==> src/rst_seq_pkg.sv <==
// constants for the chip reset sequencer, supply level monitor and watchdog
package rst_seq_pkg;
  // clock and timing, times in ns
  localparam int CLK_PERIOD_NS   = 20;
  localparam int RC_START_NS     = 13000;
  localparam int REG_SETTLE_NS   = 15000;
  localparam int BANDGAP_NS      = 150000;
  localparam int THR_PAUSE_NS    = 2500;
  // least times round up to whole cycles
  localparam int RC_START_CYC    = (RC_START_NS + CLK_PERIOD_NS - 1) / CLK_PERIOD_NS;
  localparam int REG_SETTLE_CYC  = (REG_SETTLE_NS + CLK_PERIOD_NS - 1) / CLK_PERIOD_NS;
  localparam int BANDGAP_CYC     = (BANDGAP_NS + CLK_PERIOD_NS - 1) / CLK_PERIOD_NS;
  localparam int THR_PAUSE_CYC   = (THR_PAUSE_NS + CLK_PERIOD_NS - 1) / CLK_PERIOD_NS;
  localparam int SEQ_CNT_W       = 13;
  // watchdog: shortest period 8 ms, doubled per prescale step up to 2^11
  localparam int WDT_BASE_US     = 8000;
  localparam int WDT_BASE_CYC    = WDT_BASE_US * 1000 / CLK_PERIOD_NS;
  localparam int WDT_CNT_W       = 30;
  localparam int WDT_SEL_W       = 4;
  localparam logic [3:0] WDT_SEL_MAX = 4'hB;
  // supply monitor threshold codes: 1.95 2.0 2.1 2.2 2.3 2.4 2.7 3.0 V
  localparam logic [2:0] THR_1V95 = 3'h0;
  localparam logic [2:0] THR_2V0  = 3'h1;
  localparam logic [2:0] THR_3V0  = 3'h7;
  // register offsets
  localparam logic [7:0] OFS_SYS_CTRL = 8'h00;
  localparam logic [7:0] OFS_WDT_CTRL = 8'h04;
  localparam logic [7:0] OFS_WDT_KICK = 8'h08;
  localparam logic [7:0] OFS_SVM_CTRL = 8'h0C;
  localparam logic [7:0] OFS_INT_STAT = 8'h10;
  localparam logic [7:0] OFS_INT_MASK = 8'h14;
  localparam logic [7:0] OFS_CAUSE    = 8'h18;
  localparam logic [7:0] OFS_WDT_CNT  = 8'h1C;
  // field positions
  localparam int SYS_SWRST_BIT  = 0;
  localparam int WDT_EN_BIT     = 0;
  localparam int WDT_SEL_LSB    = 1;
  localparam int WDT_EXC_BIT    = 5;
  localparam int SVM_THR_LSB    = 0;
  localparam int SVM_RMODE_BIT  = 3;
  localparam int SVM_EN_BIT     = 4;
  localparam int INT_FALL_BIT   = 0;
  localparam int INT_RISE_BIT   = 1;
  localparam int INT_WDT_BIT    = 2;
  localparam int CAUSE_POR_BIT  = 0;
  localparam int CAUSE_EXT_BIT  = 1;
  localparam int CAUSE_SW_BIT   = 2;
  localparam int CAUSE_WDT_BIT  = 3;
  localparam int CAUSE_SVM_BIT  = 4;
  // reset values
  localparam logic [2:0] INT_MASK_RST = 3'h0;
  localparam logic [4:0] CAUSE_RST    = 5'h01;
  // sequencer states
  typedef enum logic [2:0] {
    ST_HOLD, ST_RC_WAIT, ST_SUPPLY_CHK, ST_REG_SETTLE,
    ST_BANDGAP, ST_THR_PAUSE, ST_RECHECK, ST_RUN
  } seq_state_type;
endpackage

==> src/reset_sequencer.sv <==
// chip reset sequencer with supply level monitor control and watchdog
//
// The register addresses and the plain strobed port were chosen for this implementation.
`timescale 1ns/100ps
`default_nettype none
module reset_sequencer
  import rst_seq_pkg::*;
#(
  parameter int BANDGAP_CYCLES = BANDGAP_CYC,  // bandgap wait, shorten in sim
  parameter int WDT_BASE_CYCLES = WDT_BASE_CYC // shortest watchdog period
) (
  input  wire logic        clk_i,                    // 50 MHz clock
  input  wire logic        sys_rst_i,                // power-on reset, high
  input  wire logic        external_reset_pin_low_i, // reset pin level, low = reset
  input  wire logic        brownout_detector_i,      // brownout comparator, high = low vdd
  input  wire logic        supply_level_monitor_i,   // monitor comparator, high = above
  input  wire logic [2:0]  flash_thr_i,              // threshold setting from flash
  input  wire logic        sleep_i,                  // device in sleep
  input  wire logic        deep_sleep_i,             // device in deep sleep
  input  wire logic        dbg_stall_i,              // debugger stalls cpu
  input  wire logic [7:0]  addr_i,                   // register address
  input  wire logic [31:0] wdata_i,                  // write data
  input  wire logic        wr_i,                     // write strobe
  input  wire logic        rd_i,                     // read strobe
  output logic      [31:0] rdata_o,                  // read data, cycle after rd_i
  output logic             rc_osc_en_o,              // fast rc oscillator enable
  output logic             xtal_en_o,                // crystal oscillator enable
  output logic             regulator_en_o,           // core regulator enable
  output logic             cpu_rst_o,                // cpu and peripheral reset, high
  output logic      [2:0]  svm_thr_o,                // threshold code to comparator
  output logic             wdt_exc_o,                // watchdog exception pulse
  output logic             irq_o                     // level interrupt
);

  seq_state_type         state_r, state_nxt;
  logic [SEQ_CNT_W-1:0]  seq_cnt_r;
  logic [2:0]            sync1_r, sync2_r;
  logic                  supply_prev_r;
  logic                  sleep_prev_r;
  logic                  wdt_en_r, wdt_exc_mode_r;
  logic [WDT_SEL_W-1:0]  wdt_sel_r, wdt_act_sel_r;
  logic [WDT_CNT_W-1:0]  wdt_cnt_r;
  logic [2:0]            svm_thr_r;
  logic                  svm_rmode_r, svm_en_r;
  logic [2:0]            stat_r, mask_r;
  logic [4:0]            cause_r;
  logic [31:0]           rdata_r;
  logic                  irq_r, exc_r;
  logic                  rc_en_r, xtal_r, reg_en_r, cpu_rst_r;

  // two-stage synchroniser
  // bit0 pin level, bit1 monitor comparator, bit2 brownout
  always_ff @(posedge clk_i or posedge sys_rst_i) begin
    if (sys_rst_i) begin
      sync1_r <= 3'h4;
      sync2_r <= 3'h4;
    end else begin
      sync1_r <= {brownout_detector_i, supply_level_monitor_i, external_reset_pin_low_i};
      sync2_r <= sync1_r;
    end
  end

  wire pin_high_s   = sync2_r[0];
  wire supply_ok_s  = sync2_r[1];
  wire brownout_s   = sync2_r[2];

  // register decode
  wire wr_sys   = wr_i && (addr_i == OFS_SYS_CTRL);
  wire wr_wdt   = wr_i && (addr_i == OFS_WDT_CTRL);
  wire wr_kick  = wr_i && (addr_i == OFS_WDT_KICK);
  wire wr_svm   = wr_i && (addr_i == OFS_SVM_CTRL);
  wire wr_stat  = wr_i && (addr_i == OFS_INT_STAT);
  wire wr_mask  = wr_i && (addr_i == OFS_INT_MASK);
  wire wr_cause = wr_i && (addr_i == OFS_CAUSE);

  wire running   = (state_r == ST_RUN);
  wire in_hold   = (state_r == ST_HOLD);
  wire asleep    = sleep_i || deep_sleep_i;
  wire woke      = sleep_prev_r && !asleep;

  // software reset accepted in any state
  wire sw_req    = wr_sys && wdata_i[SYS_SWRST_BIT];

  // count only when enabled, running, awake and not stalled
  wire wdt_run    = running && wdt_en_r && !asleep && !dbg_stall_i;
  wire wdt_expire = wdt_run && (wdt_cnt_r == '0);
  // expiry gives chip reset unless exception mode chosen
  wire wdt_rst    = wdt_expire && !wdt_exc_mode_r;
  wire wdt_exc    = wdt_expire && wdt_exc_mode_r;

  // monitor acts only while running and awake
  wire svm_live  = running && svm_en_r && !asleep;
  wire svm_rst   = svm_live && svm_rmode_r && !supply_ok_s;
  wire svm_fall  = svm_live && !svm_rmode_r && supply_prev_r && !supply_ok_s;
  wire svm_rise  = svm_live && !svm_rmode_r && !supply_prev_r && supply_ok_s;

  wire ext_req   = !pin_high_s;
  wire chip_req  = brownout_s || ext_req || sw_req || wdt_rst || svm_rst;

  // reload value from the configured prescale wdt_sel_r, not the latched one
  wire [WDT_CNT_W-1:0] wdt_base   = WDT_CNT_W'(WDT_BASE_CYCLES - 1);
  wire [WDT_CNT_W-1:0] wdt_reload = WDT_CNT_W'((wdt_base + 1'b1) << wdt_sel_r) - 1'b1;

  // sequencer step length
  logic [SEQ_CNT_W-1:0] seq_last;
  always_comb begin
    unique case (state_r)
      ST_RC_WAIT:    seq_last = SEQ_CNT_W'(RC_START_CYC - 1);
      ST_REG_SETTLE: seq_last = SEQ_CNT_W'(REG_SETTLE_CYC - 1);
      ST_BANDGAP:    seq_last = SEQ_CNT_W'(BANDGAP_CYCLES - 1);
      ST_THR_PAUSE:  seq_last = SEQ_CNT_W'(THR_PAUSE_CYC - 1);
      default:       seq_last = '0;
    endcase
  end
  wire seq_done = (seq_cnt_r == seq_last);

  // sequencer next state
  always_comb begin
    state_nxt = state_r;
    unique case (state_r)
      // stay while the pin is low or brownout stands
      ST_HOLD:       if (!brownout_s && !ext_req) state_nxt = ST_RC_WAIT;
      ST_RC_WAIT:    if (seq_done) state_nxt = ST_SUPPLY_CHK;
      // regulators wait for supply over default threshold
      ST_SUPPLY_CHK: if (supply_ok_s) state_nxt = ST_REG_SETTLE;
      ST_REG_SETTLE: if (seq_done) state_nxt = ST_BANDGAP;
      ST_BANDGAP:    if (seq_done) state_nxt = ST_THR_PAUSE;
      // pause after new threshold, then recheck
      ST_THR_PAUSE:  if (seq_done) state_nxt = ST_RECHECK;
      ST_RECHECK:    if (supply_ok_s) state_nxt = ST_RUN;
      ST_RUN:        state_nxt = ST_RUN;
    endcase
    // brownout and any other cause restart from hold
    if (chip_req) state_nxt = ST_HOLD;
  end

  // state and step counter; counter clears on every state change
  always_ff @(posedge clk_i or posedge sys_rst_i) begin
    if (sys_rst_i) begin
      state_r   <= ST_HOLD;
      seq_cnt_r <= '0;
    end else begin
      state_r   <= state_nxt;
      seq_cnt_r <= (state_nxt != state_r) ? '0 : seq_cnt_r + 1'b1;
    end
  end

  // sequencer outputs, registered from the next state
  wire reg_on_nxt = (state_nxt != ST_HOLD) && (state_nxt != ST_RC_WAIT)
                    && (state_nxt != ST_SUPPLY_CHK);
  always_ff @(posedge clk_i or posedge sys_rst_i) begin
    if (sys_rst_i) begin
      rc_en_r   <= 1'b0;
      xtal_r    <= 1'b0;
      reg_en_r  <= 1'b0;
      cpu_rst_r <= 1'b1;
    end else begin
      rc_en_r   <= (state_nxt != ST_HOLD);
      xtal_r    <= (state_nxt != ST_HOLD);
      reg_en_r  <= reg_on_nxt;
      cpu_rst_r <= (state_nxt != ST_RUN);
    end
  end

  // edge history for monitor crossings and wake detect
  always_ff @(posedge clk_i or posedge sys_rst_i) begin
    if (sys_rst_i) begin
      supply_prev_r <= 1'b0;
      sleep_prev_r  <= 1'b0;
    end else begin
      supply_prev_r <= supply_ok_s;
      sleep_prev_r  <= asleep;
    end
  end

  // watchdog configuration; chip reset and wake restore defaults
  always_ff @(posedge clk_i or posedge sys_rst_i) begin
    if (sys_rst_i) begin
      wdt_en_r       <= 1'b1;
      wdt_sel_r      <= WDT_SEL_MAX;
      wdt_exc_mode_r <= 1'b0;
    end else if (in_hold || woke) begin
      wdt_en_r       <= 1'b1;
      wdt_sel_r      <= WDT_SEL_MAX;
      wdt_exc_mode_r <= 1'b0;
    end else if (wr_wdt) begin
      wdt_en_r       <= wdata_i[WDT_EN_BIT];
      wdt_sel_r      <= (wdata_i[WDT_SEL_LSB +: WDT_SEL_W] > WDT_SEL_MAX)
                        ? WDT_SEL_MAX : wdata_i[WDT_SEL_LSB +: WDT_SEL_W];
      wdt_exc_mode_r <= wdata_i[WDT_EXC_BIT];
    end
  end

  // down counter, period base times two to the prescale
  // kick reloads the full period and latches the prescale
  always_ff @(posedge clk_i or posedge sys_rst_i) begin
    if (sys_rst_i) begin
      wdt_cnt_r     <= '1;
      wdt_act_sel_r <= WDT_SEL_MAX;
    end else if (in_hold || woke || wr_kick || wdt_exc) begin
      // counting starts as if just restarted
      wdt_cnt_r     <= (in_hold || woke) ? WDT_CNT_W'((wdt_base + 1'b1) << WDT_SEL_MAX) - 1'b1
                                         : wdt_reload;
      wdt_act_sel_r <= (in_hold || woke) ? WDT_SEL_MAX : wdt_sel_r;
    end else if (wdt_run) begin
      wdt_cnt_r     <= wdt_cnt_r - 1'b1;
    end
  end

  // supply monitor configuration
  always_ff @(posedge clk_i or posedge sys_rst_i) begin
    if (sys_rst_i) begin
      svm_thr_r   <= THR_2V0;
      svm_rmode_r <= 1'b1;
      svm_en_r    <= 1'b1;
    end else if (in_hold) begin
      // default threshold and monitor on until flash load
      svm_thr_r   <= THR_2V0;
      svm_rmode_r <= 1'b1;
      svm_en_r    <= 1'b1;
    end else if (state_r == ST_BANDGAP && seq_done) begin
      // user threshold taken from flash after bandgap wait
      svm_thr_r   <= flash_thr_i;
    end else if (wr_svm && running) begin
      svm_thr_r   <= wdata_i[SVM_THR_LSB +: 3];
      svm_rmode_r <= wdata_i[SVM_RMODE_BIT];
      svm_en_r    <= wdata_i[SVM_EN_BIT];
    end
  end

  // interrupt status, write one to clear; a new event wins over the clear
  wire [2:0] stat_set = {wdt_exc, svm_rise, svm_fall};
  always_ff @(posedge clk_i or posedge sys_rst_i) begin
    if (sys_rst_i) begin
      stat_r <= '0;
      mask_r <= INT_MASK_RST;
    end else if (in_hold) begin
      stat_r <= '0;
      mask_r <= INT_MASK_RST;
    end else begin
      stat_r <= (stat_r & ~(wr_stat ? wdata_i[2:0] : 3'h0)) | stat_set;
      if (wr_mask) mask_r <= wdata_i[2:0];
    end
  end

  // cause flags survive chip reset; only power-on or a write of ones clears them
  wire [4:0] cause_set = (chip_req && !in_hold)
                         ? {svm_rst, wdt_rst, sw_req, ext_req, brownout_s} : 5'h00;
  always_ff @(posedge clk_i or posedge sys_rst_i) begin
    if (sys_rst_i) begin
      cause_r <= CAUSE_RST;
    end else begin
      cause_r <= (cause_r & ~(wr_cause ? wdata_i[4:0] : 5'h00)) | cause_set;
    end
  end

  // read mux
  logic [31:0] rd_mux;
  always_comb begin
    rd_mux = '0;
    unique case (addr_i)
      OFS_WDT_CTRL: rd_mux = {26'h0, wdt_exc_mode_r, wdt_sel_r, wdt_en_r};
      OFS_SVM_CTRL: rd_mux = {27'h0, svm_en_r, svm_rmode_r, svm_thr_r};
      OFS_INT_STAT: rd_mux = {29'h0, stat_r};
      OFS_INT_MASK: rd_mux = {29'h0, mask_r};
      OFS_CAUSE:    rd_mux = {27'h0, cause_r};
      OFS_WDT_CNT:  rd_mux = {2'h0, wdt_cnt_r};
      default:      rd_mux = '0;
    endcase
  end

  // interrupt follows status and mask as they will stand next cycle
  wire [2:0] stat_nxt_view = in_hold ? 3'h0
                           : ((stat_r & ~(wr_stat ? wdata_i[2:0] : 3'h0)) | stat_set);
  wire [2:0] mask_nxt_view = in_hold ? INT_MASK_RST : (wr_mask ? wdata_i[2:0] : mask_r);

  // read data, interrupt and exception flops
  always_ff @(posedge clk_i or posedge sys_rst_i) begin
    if (sys_rst_i) begin
      rdata_r <= '0;
      irq_r   <= 1'b0;
      exc_r   <= 1'b0;
    end else begin
      rdata_r <= rd_i ? rd_mux : 32'h0;
      irq_r   <= |(stat_nxt_view & mask_nxt_view);
      exc_r   <= wdt_exc;
    end
  end

  assign rdata_o        = rdata_r;
  assign rc_osc_en_o    = rc_en_r;
  assign xtal_en_o      = xtal_r;
  assign regulator_en_o = reg_en_r;
  assign cpu_rst_o      = cpu_rst_r;
  assign svm_thr_o      = svm_thr_r;
  assign wdt_exc_o      = exc_r;
  assign irq_o          = irq_r;
endmodule
`default_nettype wire

==> config.mk <==
export PLATFORM = sky130hd
export DESIGN_NAME = reset_sequencer
export DESIGN_NICKNAME = d
export VERILOG_FILES = /design/src/rst_seq_pkg.sv /design/src/reset_sequencer.sv
export SDC_FILE = /design/constraint.sdc
export NUM_CORES = 1
export LEC_CHECK = 0
export ABC_AREA = 1
export ABC_CLOCK_PERIOD_IN_PS = 7400
export BUFFER_PORTS_ARGS = -buffer_cell sky130_fd_sc_hd__buf_2
export CAP_MARGIN = 20
export CELL_PAD_IN_SITES_DETAIL_PLACEMENT = 1
export CELL_PAD_IN_SITES_GLOBAL_PLACEMENT = 1
export CORE_MARGIN = 2
export CORE_UTILIZATION = 46
export CTS_BUF_LIST = sky130_fd_sc_hd__clkbuf_16
export DETAILED_ROUTE_END_ITERATION = 8
export GPL_TIMING_DRIVEN = 1
export HOLD_SLACK_MARGIN = 0.02
export PLACE_DENSITY = 0.85
export SYNTH_ARGS = -nofsm -noshare
export SYNTH_HDL_FRONTEND = slang
export SYNTH_SLANG_ARGS = --single-unit
==> constraint.sdc <==
create_clock -name clk_i -period 7.4 [get_ports clk_i]
set_input_delay 0.74 -clock clk_i [delete_from_list [all_inputs] [get_ports clk_i]]
set_output_delay 0.74 -clock clk_i [all_outputs]
set_load 0.02 [all_outputs]
# --- Word-level counts from Yosys, hierarchy flattened ---
# Cells that the tools add are included.
totals:
  ff_bits: 113
  inputBits: 53
  output_inout_bits: 41
  word_cells: 149
op_classes:
  n_addsub: 3
  magnitude_cmp: 1
  eq_ne: 20
  shift: 1
  muxes: 38
  n_bitwise: 7
  n_reduce_logical: 57
ops:
  columns: ["op", "count"]
  rows:
  - ["30-bit case mux with 6 select lines", 1]
  - ["30-bit two-way mux", 3]
  - ["30-bit by 1-bit subtractor with 30-bit output (second input constant)", 2]
  - ["13-bit case mux with 4 select lines", 1]
  - ["3-bit two-way mux", 15]
  - ["8-bit by 5-bit == test with 1-bit output (second input constant)", 4]
  - ["32-bit two-way mux", 1]
  - ["1-bit logical AND", 30]
  - ["30-bit logical NOT", 1]
  - ["19-bit by 4-bit left shift with 30-bit output (first input constant)", 1]
  - ["3-bit case mux with 8 select lines", 1]
  - ["8-bit by 4-bit == test with 1-bit output (second input constant)", 2]
  - ["13-bit by 1-bit adder with 13-bit output (second input constant)", 1]
  - ["13-bit == test", 1]
  - ["13-bit two-way mux", 1]
  - ["3-bit == test (second input constant)", 4]
  - ["4-bit two-way mux", 3]
  - ["1-bit two-way mux", 10]
  - ["5-bit two-way mux", 2]
  - ["1-bit logical NOT", 9]
  - ["8-bit by 3-bit == test with 1-bit output (second input constant)", 1]
  - ["8-bit logical NOT", 1]
  - ["1-bit logical OR", 8]
  - ["3-bit AND", 2]
  - ["18 further kinds", 22]

# --- Logic depth before layout (Yosys ltp) ---
# Gate-level depths: netlist (run 1).
logic_depth:
  word_depth: 12
  depth_mapped: 17

# --- Worst setup path before layout (run 1) ---
# OpenSTA, ideal clock, no wires.
synth_timing:
  path_kind: "register -> register"
  from: "register wdt_sel_r[1]"
  to: "register wdt_cnt_r[20]"
  t_arrival_ns: 2.055
  required_ns: 7.324
  setup_slack_ns: 5.270
  stages_incl_launch_ff: 15
  n_path_buf: 0
  path_cell_list: "dfstp_2 inv_1 ha_1 nor2_1 nand2_1 nand3_1 nand2_1 nor2_1 nand3_1 nor2_1 nand3_1 nand2_1 nand3_1 nand2_1 nand2_1"
synth_via:
  elab_chain_cells: 4
synth_lines:
  columns: ["element", "line", "text"]
  rows:
  - ["from (decl)", "reset_sequencer.sv:41", "logic [WDT_SEL_W-1:0] wdt_sel_r, wdt_act_sel_r;"]
  - ["from (signal assigned)", "reset_sequencer.sv:188", "wdt_sel_r <= (wdata_i[WDT_SEL_LSB +: WDT_SEL_W] > WDT_SEL_MAX)"]
  - ["19-bit by 4-bit left shift with 30-bit output", "reset_sequencer.sv:102", "wire [WDT_CNT_W-1:0] wdt_reload = WDT_CNT_W'((wdt_base + 1'b1) << wdt_sel_r) - 1'b1;"]
  - ["30-bit by 1-bit subtractor with 30-bit output", "reset_sequencer.sv:102", null]
  - ["30-bit two-way mux", "reset_sequencer.sv:202", "wdt_cnt_r <= (in_hold || woke) ? WDT_CNT_W'((wdt_base + 1'b1) << WDT_SEL_MAX) - 1'b1"]
  - ["30-bit two-way mux", "reset_sequencer.sv:200", "end else if (in_hold || woke || wr_kick || wdt_exc) begin"]
  - ["to (signal assigned)", "reset_sequencer.sv:202", null]
  - ["to (signal assigned)", "reset_sequencer.sv:206", "wdt_cnt_r <= wdt_cnt_r - 1'b1;"]
  - ["to (decl)", "reset_sequencer.sv:42", "logic [WDT_CNT_W-1:0] wdt_cnt_r;"]
# Every way passes these cells.
# A chain may end at the register's enable or synchronous reset.

# --- Worst setup path after layout (run 1) ---
layout_timing:
  from: "register state_r[0]"
  to: "register wdt_cnt_r[16]"
layout_via:
  elab_chain_cells: 8
  elab_cells_between_ends: 13
  cone_classes: "eq/ne: 1; mux: 2; reduce/logical: 10"
layout_lines:
  columns: ["element", "line", "text"]
  rows:
  - ["from (decl)", "reset_sequencer.sv:35", "seq_state_type state_r, state_nxt;"]
  - ["from (signal assigned)", "reset_sequencer.sv:143", "state_r <= state_nxt;"]
  - ["3-bit == test", "reset_sequencer.sv:76", "wire running = (state_r == ST_RUN);"]
  - ["1-bit logical AND (3 in series)", "reset_sequencer.sv:85", "wire wdt_run = running && wdt_en_r && !asleep && !dbg_stall_i;"]
  - ["1-bit logical AND", "reset_sequencer.sv:86", "wire wdt_expire = wdt_run && (wdt_cnt_r == '0);"]
  - ["1-bit logical AND", "reset_sequencer.sv:89", "wire wdt_exc = wdt_expire && wdt_exc_mode_r;"]
  - ["1-bit logical OR", "reset_sequencer.sv:200", null]
  - ["30-bit two-way mux / 2-bit nonzero test (equally long branches)", null, null]
# Several ways; a longest one is shown, not always the timed one.

==> results of run 1 <==
==> kinds of logic (layout without fill, tap and decap cells) <==
kind of cell    after synthesis  in the layout  share of synthesized area, %
simple gates                432            432                          31.3
buf+inv                     132            188                          8.73
compound gates              121            121                          11.1
flops                       111            111                          43.5
xor+xnor                     25             25                          3.37
fa+ha+maj                    10             10                          1.92
other cells                   1              2                        0.0576
==> power by group <==
group	total, W	internal (W)	switching, W	leakage (nW)
combinational	0.000162	0.0000488	0.000113	2.04
sequential	0.000661	0.000635	0.0000258	1.38
clock	0.000508	0.000264	0.000244	0.146
==> layer usage <==
metal	vias to the layer above	wire length, um
li1	2804	-
met1	2931	7950
met2	114	10200
met3	34	499
met4	0	548
met5	-	0
==> sequential cells by signal, indices dropped and copies added, names as in the netlist, 3 cells and up <==
register   cells
sync2_r        3
sync1_r        3
rdata_o       30
wdt_sel_r      4
stat_r         3
cause_r        5
state_r        3
wdt_cnt_r     30
svm_thr_o      3
seq_cnt_r     13
mask_r         3
==> stage by stage <==
stage          util (%)  worst slack (ns)  cells  hold WS [ns]  instance area [um2]
2_1_floorplan         -              3.80    833         0.331                 6510
3_3_place_gp       50.0              4.27   1053         0.333                 6910
3_5_place_dp       50.0              4.18   1053         0.337                 6910
4_1_cts            52.1              4.49   1069         0.354                 7210
5_1_grt            52.1              4.24   1069         0.366                 7210
6_report           52.1              4.46   1069         0.352                 7210
==> final cells by class <==
type / instances / area (um2) / share of cell area [%]
Tap cell: 180 / 225 / 3.13
Timing Repair Buffer: 66 / 333 / 4.62
Multi-Input combinational cell: 590 / 3110 / 43.2
Clock buffer: 9 / 225 / 3.13
Clock inverter: 7 / 71.3 / 0.990
Sequential cell: 111 / 2830 / 39.3
Inverter: 106 / 410 / 5.70
==> cell usage after synthesis, types with 14 or more instances <==
master	count
a21oi_1	20
dfrtp_1	70
dfstp_2	41
inv_1	94
nand2_1	172
nand3_1	57
nand4_1	14
nor2_1	96
nor2_2	15
nor3_1	36
o21ai_0	51
xor2_1	20
==> path summary, 6_finish.rpt <==
kind	startpoint	to	slack [ns]	depth (start not counted)
worst max-delay path	state_r[0]$_DFF_PP0_	wdt_cnt_r[16]$_DFFE_PP1P_	4.46	12
worst max register to register	state_r[0]$_DFF_PP0_	wdt_cnt_r[16]$_DFFE_PP1P_	4.46	12
worst min-delay path	sync1_r[0]$_DFF_PP0_	sync2_r[0]$_DFF_PP0_	0.35	0
min in group asynchronous	sys_rst_i	irq_o$_DFF_PP0_	0.51	2
worst min register to register	sync1_r[0]$_DFF_PP0_	sync2_r[0]$_DFF_PP0_	0.35	0
max in group asynchronous	sys_rst_i	rdata_o[17]$_DFF_PP0_	5.71	3
==> flow_metrics.py, run 1 <==
metrics = {
    "cells_and_area": {
        "antenna_cells": 0,
        "area_growth_pct": 10.8,
        "drive_above_1_share_pct": 20.7,
        "final_common_cell": "nand2_1",
        "final_nets": 947,
        "fill_cells": 1764,
        "final_cell_mix": "172 x nand2_1, 96 x nor2_1, 93 x inv_1",
    },
    "clock_tree": {
        "clkSinkCount": 111,
        "cts_tree": "yes",
        "cts_hold_buf": 0,
        "clkTransAtPathRegs_ns": 0.08,
        "root_buffer": "clkbuf_16",
        "cts.repair.resized": 0,
        "clockBufferDepth": 2,
        "worst_skew_pair.late_latency_ns": 0.36,
        "postCtsSetupBuffers": 0,
        "numCtsBuffers": 9,
        "htree_levels": 3,
    },
    "critical_path": {
        "worst-path-buf-inv": 3,
        "slowest_delay_ns": 0.65,
        "worst-setup-path-type": "reg -> reg",
        "required_ns": 7.69,
        "path_cells": "inv_6 > nor2_8 > nand3_2 > clkinv_2 > nand2_2 > nor3_2 > nand2_2 > nand2_4 > nor2_4 > inv_2 > o211ai_1 > o21ai_1",
        "startpoint_type": "flip-flop",
        "cpMostUsedCell": "nand2_2",
        "endpoint_kind": "flip-flop",
        "crit_arrival_ns": 3.24,
        "worstPathMaxFanout": 21,
        "critPathTopFamily": "simple AND/OR/NAND/NOR gates",
        "slowest_stage": "dfrtp_1",
    },
    "drt": {
        "drt_drc_violations_left": 0,
        "drtIter0Drc": 390,
        "first_pass_iters": 5,
        "drtAntennaViolNets": 0,
        "vias_per_cell": 5.50,
        "via_count": 5883,
        "wl_um": 19200,
        "wl_per_cell_um": 18.0,
    },
    "synth": {
        "ys_async_sr_fraction_pct": 100,
        "ys_types": 53,
        "synth_cells": 832,
        "synth_seq_cells": 111,
        "yosys-top-cells-area": "dfrtp_1 27%, dfstp_2 17%, nand2_1 9.9%",
        "synth_flop_cell": "dfrtp_1",
        "ys_seq_area_share_pct": 43.5,
        "synth_edf_count": 0,
        "syn_area_per_cell_um2": 7.82,
        "yosysTopAreaCellShare_pct": 26.9,
        "synth_top_area_cell": "dfrtp_1",
        "yosys_warnings": 0,
        "syn_area_um2": 6500,
    },
    "global_route": {
        "grt-busiest-layer": "met2",
        "grt_usage_pct": 27.1,
        "grt_pass1_wl_um": 31800,
        "grt_overflow": 0,
        "grt_max_degree": 62,
        "antenna_found_initial": 0,
        "first_global_vias": 6535,
        "met1_usage_pct": 31.7,
        "gr-usage-met2_pct": 50.1,
        "grt_util_met3_pct": 3.64,
    },
    "timing": {
        "fmax_mhz": 340,
        "max_slew_margin_pct": 42.0,
        "worst_slew_pin_slew_ns": 0.865,
        "setup_viol": 0,
        "period_share_pct": 39.8,
        "setup_tns_ns": 0,
        "hold_viol": 0,
        "rsz0062_at_grt": "no",
        "fin_crit_ns": 2.94,
        "finClkSkew_ns": 0.0106,
        "drv_slew": 0,
    },
    "die": {
        "fp.dieW_um": 123,
        "io_pins": 94,
        "core_area_um2": 13800,
        "initial_core_util_pct": 47.0,
        "die_area_um2": 15100,
        "die_h_um": 123,
        "rows": 43,
    },
    "place": {
        "io_buffers": 65,
        "gp_congestion": 0.889,
        "place_hpwl_um": 14600,
    },
    "hold_path": {
        "hp-class": "reg -> reg",
    },
    "outcome": {
        "status": "completed",
    },
    "power": {
        "total_power_w": 0.00133,
        "leakagePower_nw": 3.57,
        "irDropWorstVdd_mv": 0.162,
        "power_density_nw_per_um2": 185,
    },
    "job": {
        "cap_violations": 0,
    },
}
Note: power is estimated with default switching activity, not from simulation.
==> run 2: changes to the inputs <==
--- a/config.mk
+++ b/config.mk
@@ -6,18 +6,18 @@
 export NUM_CORES = 1
 export LEC_CHECK = 0
 export ABC_AREA = 1
-export ABC_CLOCK_PERIOD_IN_PS = 7400
+export ABC_CLOCK_PERIOD_IN_PS = 2720
 export BUFFER_PORTS_ARGS = -buffer_cell sky130_fd_sc_hd__buf_2
 export CAP_MARGIN = 20
 export CELL_PAD_IN_SITES_DETAIL_PLACEMENT = 1
 export CELL_PAD_IN_SITES_GLOBAL_PLACEMENT = 1
 export CORE_MARGIN = 2
-export CORE_UTILIZATION = 46
+export CORE_UTILIZATION = 43
 export CTS_BUF_LIST = sky130_fd_sc_hd__clkbuf_16
 export DETAILED_ROUTE_END_ITERATION = 8
 export GPL_TIMING_DRIVEN = 1
 export HOLD_SLACK_MARGIN = 0.02
-export PLACE_DENSITY = 0.85
+export PLACE_DENSITY = 0.8
 export SYNTH_ARGS = -nofsm -noshare
 export SYNTH_HDL_FRONTEND = slang
 export SYNTH_SLANG_ARGS = --single-unit
==> constraint.sdc (replaced) <==
create_clock -name clk_i -period 2.72 [get_ports clk_i]
set_input_delay 0.272 -clock clk_i [delete_from_list [all_inputs] [get_ports clk_i]]
set_output_delay 0.272 -clock clk_i [all_outputs]
set_load 0.02 [all_outputs]
==> run 2 against run 1 <==
  * Design area rose by 1.8%
  * Final cell count rose by 1.5%
  * Critical path depth did not move
  * Total power rose to 2.6 times the previous value
  * Sequential share of layout area fell by 0.67 points
  * Die area rose by 6.7%
  * Non-clock buffer count rose by 12
  * Global-route usage fell by 2.6 points
  * Clock skew fell by 0.0023 ns
  * Largest power group unchanged
  * Highest routed layer unchanged
==> flow_metrics.py, run 2 (synthesis results as in run 1) <==
metrics = {
    "power": {
        "leakagePower_nw": 3.64,
        "irDropWorstVdd_mv": 0.443,
        "total_power_w": 0.00349,
        "power_density_nw_per_um2": 476,
    },
    "timing": {
        "period_share_pct": 93.0,
        "drv_slew": 0,
        "fmax_mhz": 395,
        "worst_slew_pin_slew_ns": 0.765,
        "hold_viol": 0,
        "max_slew_margin_pct": 48.9,
        "finClkSkew_ns": 0.00828,
        "rsz0062_at_grt": "no",
        "fin_crit_ns": 2.53,
        "setup_viol": 0,
        "setup_tns_ns": 0,
    },
    "clock_tree": {
        "clkTransAtPathRegs_ns": 0.07,
        "worst_skew_pair.late_latency_ns": 0.36,
        "clkSinkCount": 111,
        "cts_tree": "yes",
        "numCtsBuffers": 9,
        "htree_levels": 3,
        "clockBufferDepth": 2,
        "root_buffer": "clkbuf_16",
    },
    "cells_and_area": {
        "final_nets": 959,
        "drive_above_1_share_pct": 22.1,
        "final_common_cell": "nand2_1",
        "area_growth_pct": 12.7,
        "antenna_cells": 0,
        "final_cell_mix": "172 x nand2_1, 96 x inv_1, 92 x nor2_1",
        "fin_util_pct": 50.1,
    },
    "global_route": {
        "antenna_found_initial": 0,
        "grt_overflow": 0,
        "first_global_vias": 6312,
        "grt_max_degree": 48,
        "grt_usage_pct": 24.5,
        "grt_pass1_wl_um": 31100,
    },
    "drt": {
        "first_pass_iters": 5,
        "drtIter0Drc": 411,
        "wl_um": 19200,
        "via_count": 5960,
        "drt_drc_violations_left": 0,
        "wl_per_cell_um": 17.7,
        "vias_per_cell": 5.49,
        "drtAntennaViolNets": 0,
    },
    "critical_path": {
        "path_cells": "inv_1 > ha_1 > o21ai_0 > inv_1 > nand2_1 > nand2_1 > nor2_2 > nand2_1 > nor2_2 > xnor2_1 > o21ai_1 > o21ai_1",
        "reg2reg_depth": 12,
        "required_ns": 3.01,
        "slowest_stage": "dfstp_2",
        "endpoint_kind": "flip-flop",
        "cpMostUsedCell": "nand2_1",
        "slowest_delay_ns": 0.59,
        "crit_arrival_ns": 2.82,
        "r2r-end": "wdt_cnt_r[17]$_DFFE_PP1P_",
        "r2r_slack_ns": 0.19,
        "worst-setup-path-type": "reg -> reg",
        "startpoint_type": "flip-flop",
        "r2r-start": "wdt_sel_r[1]$_DFFE_PP1P_",
        "worstPathMaxFanout": 7,
    },
    "job": {
        "cap_violations": 0,
    },
    "place": {
        "io_buffers": 65,
        "gp_congestion": 0.844,
        "place_hpwl_um": 14500,
    },
    "hold_path": {
        "hp-class": "in -> async",
    },
    "die": {
        "die_area_um2": 16100,
        "initial_core_util_pct": 44.4,
        "fp.dieW_um": 127,
        "die_h_um": 127,
        "core_area_um2": 14600,
        "rows": 44,
        "io_pins": 94,
    },
    "outcome": {
        "status": "completed",
    },
}
## run 2: changes by cell type in the layout (fill, tap and decap cells not counted), moves of 2 or more
cell	previous run	this run
nand3_1	57	55
buf_12	0	2
nand3_2	6	8
dlygate4sd3_1	0	3
nor2_1	96	92
buf_4	1	8
nor2_2	15	19
inv_1	93	96
## run 2: stage by stage
stage               hold WS [ns]  worst slack (ns)  area, um2  std cells
global placement           0.334             0.197       7010       1066
CTS                       0.0593            0.0149       7300       1085
global route              0.0836            0.0176       7330       1085
finish                    0.0363             0.191       7330       1085
floorplan                  0.276             0.590       6510        833
detailed placement         0.336            0.0642       7010       1066
## run 2: layout make-up
cell class / count / area (um2)
tap: 184 / 230
timing repair buffer: 78 / 455
sequential: 111 / 2830
clock buffer: 9 / 225
fill: 1845 / 7310
inverter: 106 / 414
multi-input combinational: 590 / 3140
clock inverter: 7 / 41.3
## run 2: what timing repair did
action,in CTS,in global routing
hold buffers,3,0
resized for setup,0,10
setup buffers,0,0
setup endpoints to repair,0,8
endpoints found under the hold margin,3,0
## run 2: metal layers
layer	wire length, um	vias to the layer above	global-route usage [%]	part of all wire, %
met5	0	-	0	0
met3	529	44	2.89	2.8
met2	9900	144	44.7	52
li1	-	2829	-	-
met1	8090	2943	28.9	42
met4	684	0	11.2	3.6
## run 2: where the power goes
group	internal, W	leakage, nW	total [W]	switching [W]
registers	0.00173	1.38	0.00179	0.0000630
logic	0.000144	2.11	0.000459	0.000314
clock network	0.000616	0.141	0.00124	0.000623
## run 2: critical path, delay by kind of cell (launching register included)
family | cells | cell delay (ns)
AND/OR/NAND/NOR | 5 | 0.64
AO/OA/AOI/OAI | 3 | 0.62
buffers and inverters | 2 | 0.21
XOR/XNOR | 1 | 0.13
flip-flops | 1 | 0.59
adder cells (fa/ha/maj) | 1 | 0.26
## run 2: worst max-delay path by stage
stage	cells after the start	start	endpoint	slack (ns)
2_1_floorplan	14	wdt_sel_r[1]$_DFFE_PP1P_	wdt_cnt_r[20]$_DFFE_PP1P_	0.59
3_3_place_gp	14	wdt_sel_r[1]$_DFFE_PP1P_	wdt_cnt_r[18]$_DFFE_PP1P_	0.20
3_5_place_dp	14	wdt_sel_r[1]$_DFFE_PP1P_	wdt_cnt_r[18]$_DFFE_PP1P_	0.06
4_1_cts	12	wdt_sel_r[1]$_DFFE_PP1P_	wdt_cnt_r[17]$_DFFE_PP1P_	0.01
5_1_grt	12	wdt_sel_r[1]$_DFFE_PP1P_	wdt_cnt_r[17]$_DFFE_PP1P_	0.02
6_report	12	wdt_sel_r[1]$_DFFE_PP1P_	wdt_cnt_r[17]$_DFFE_PP1P_	0.19
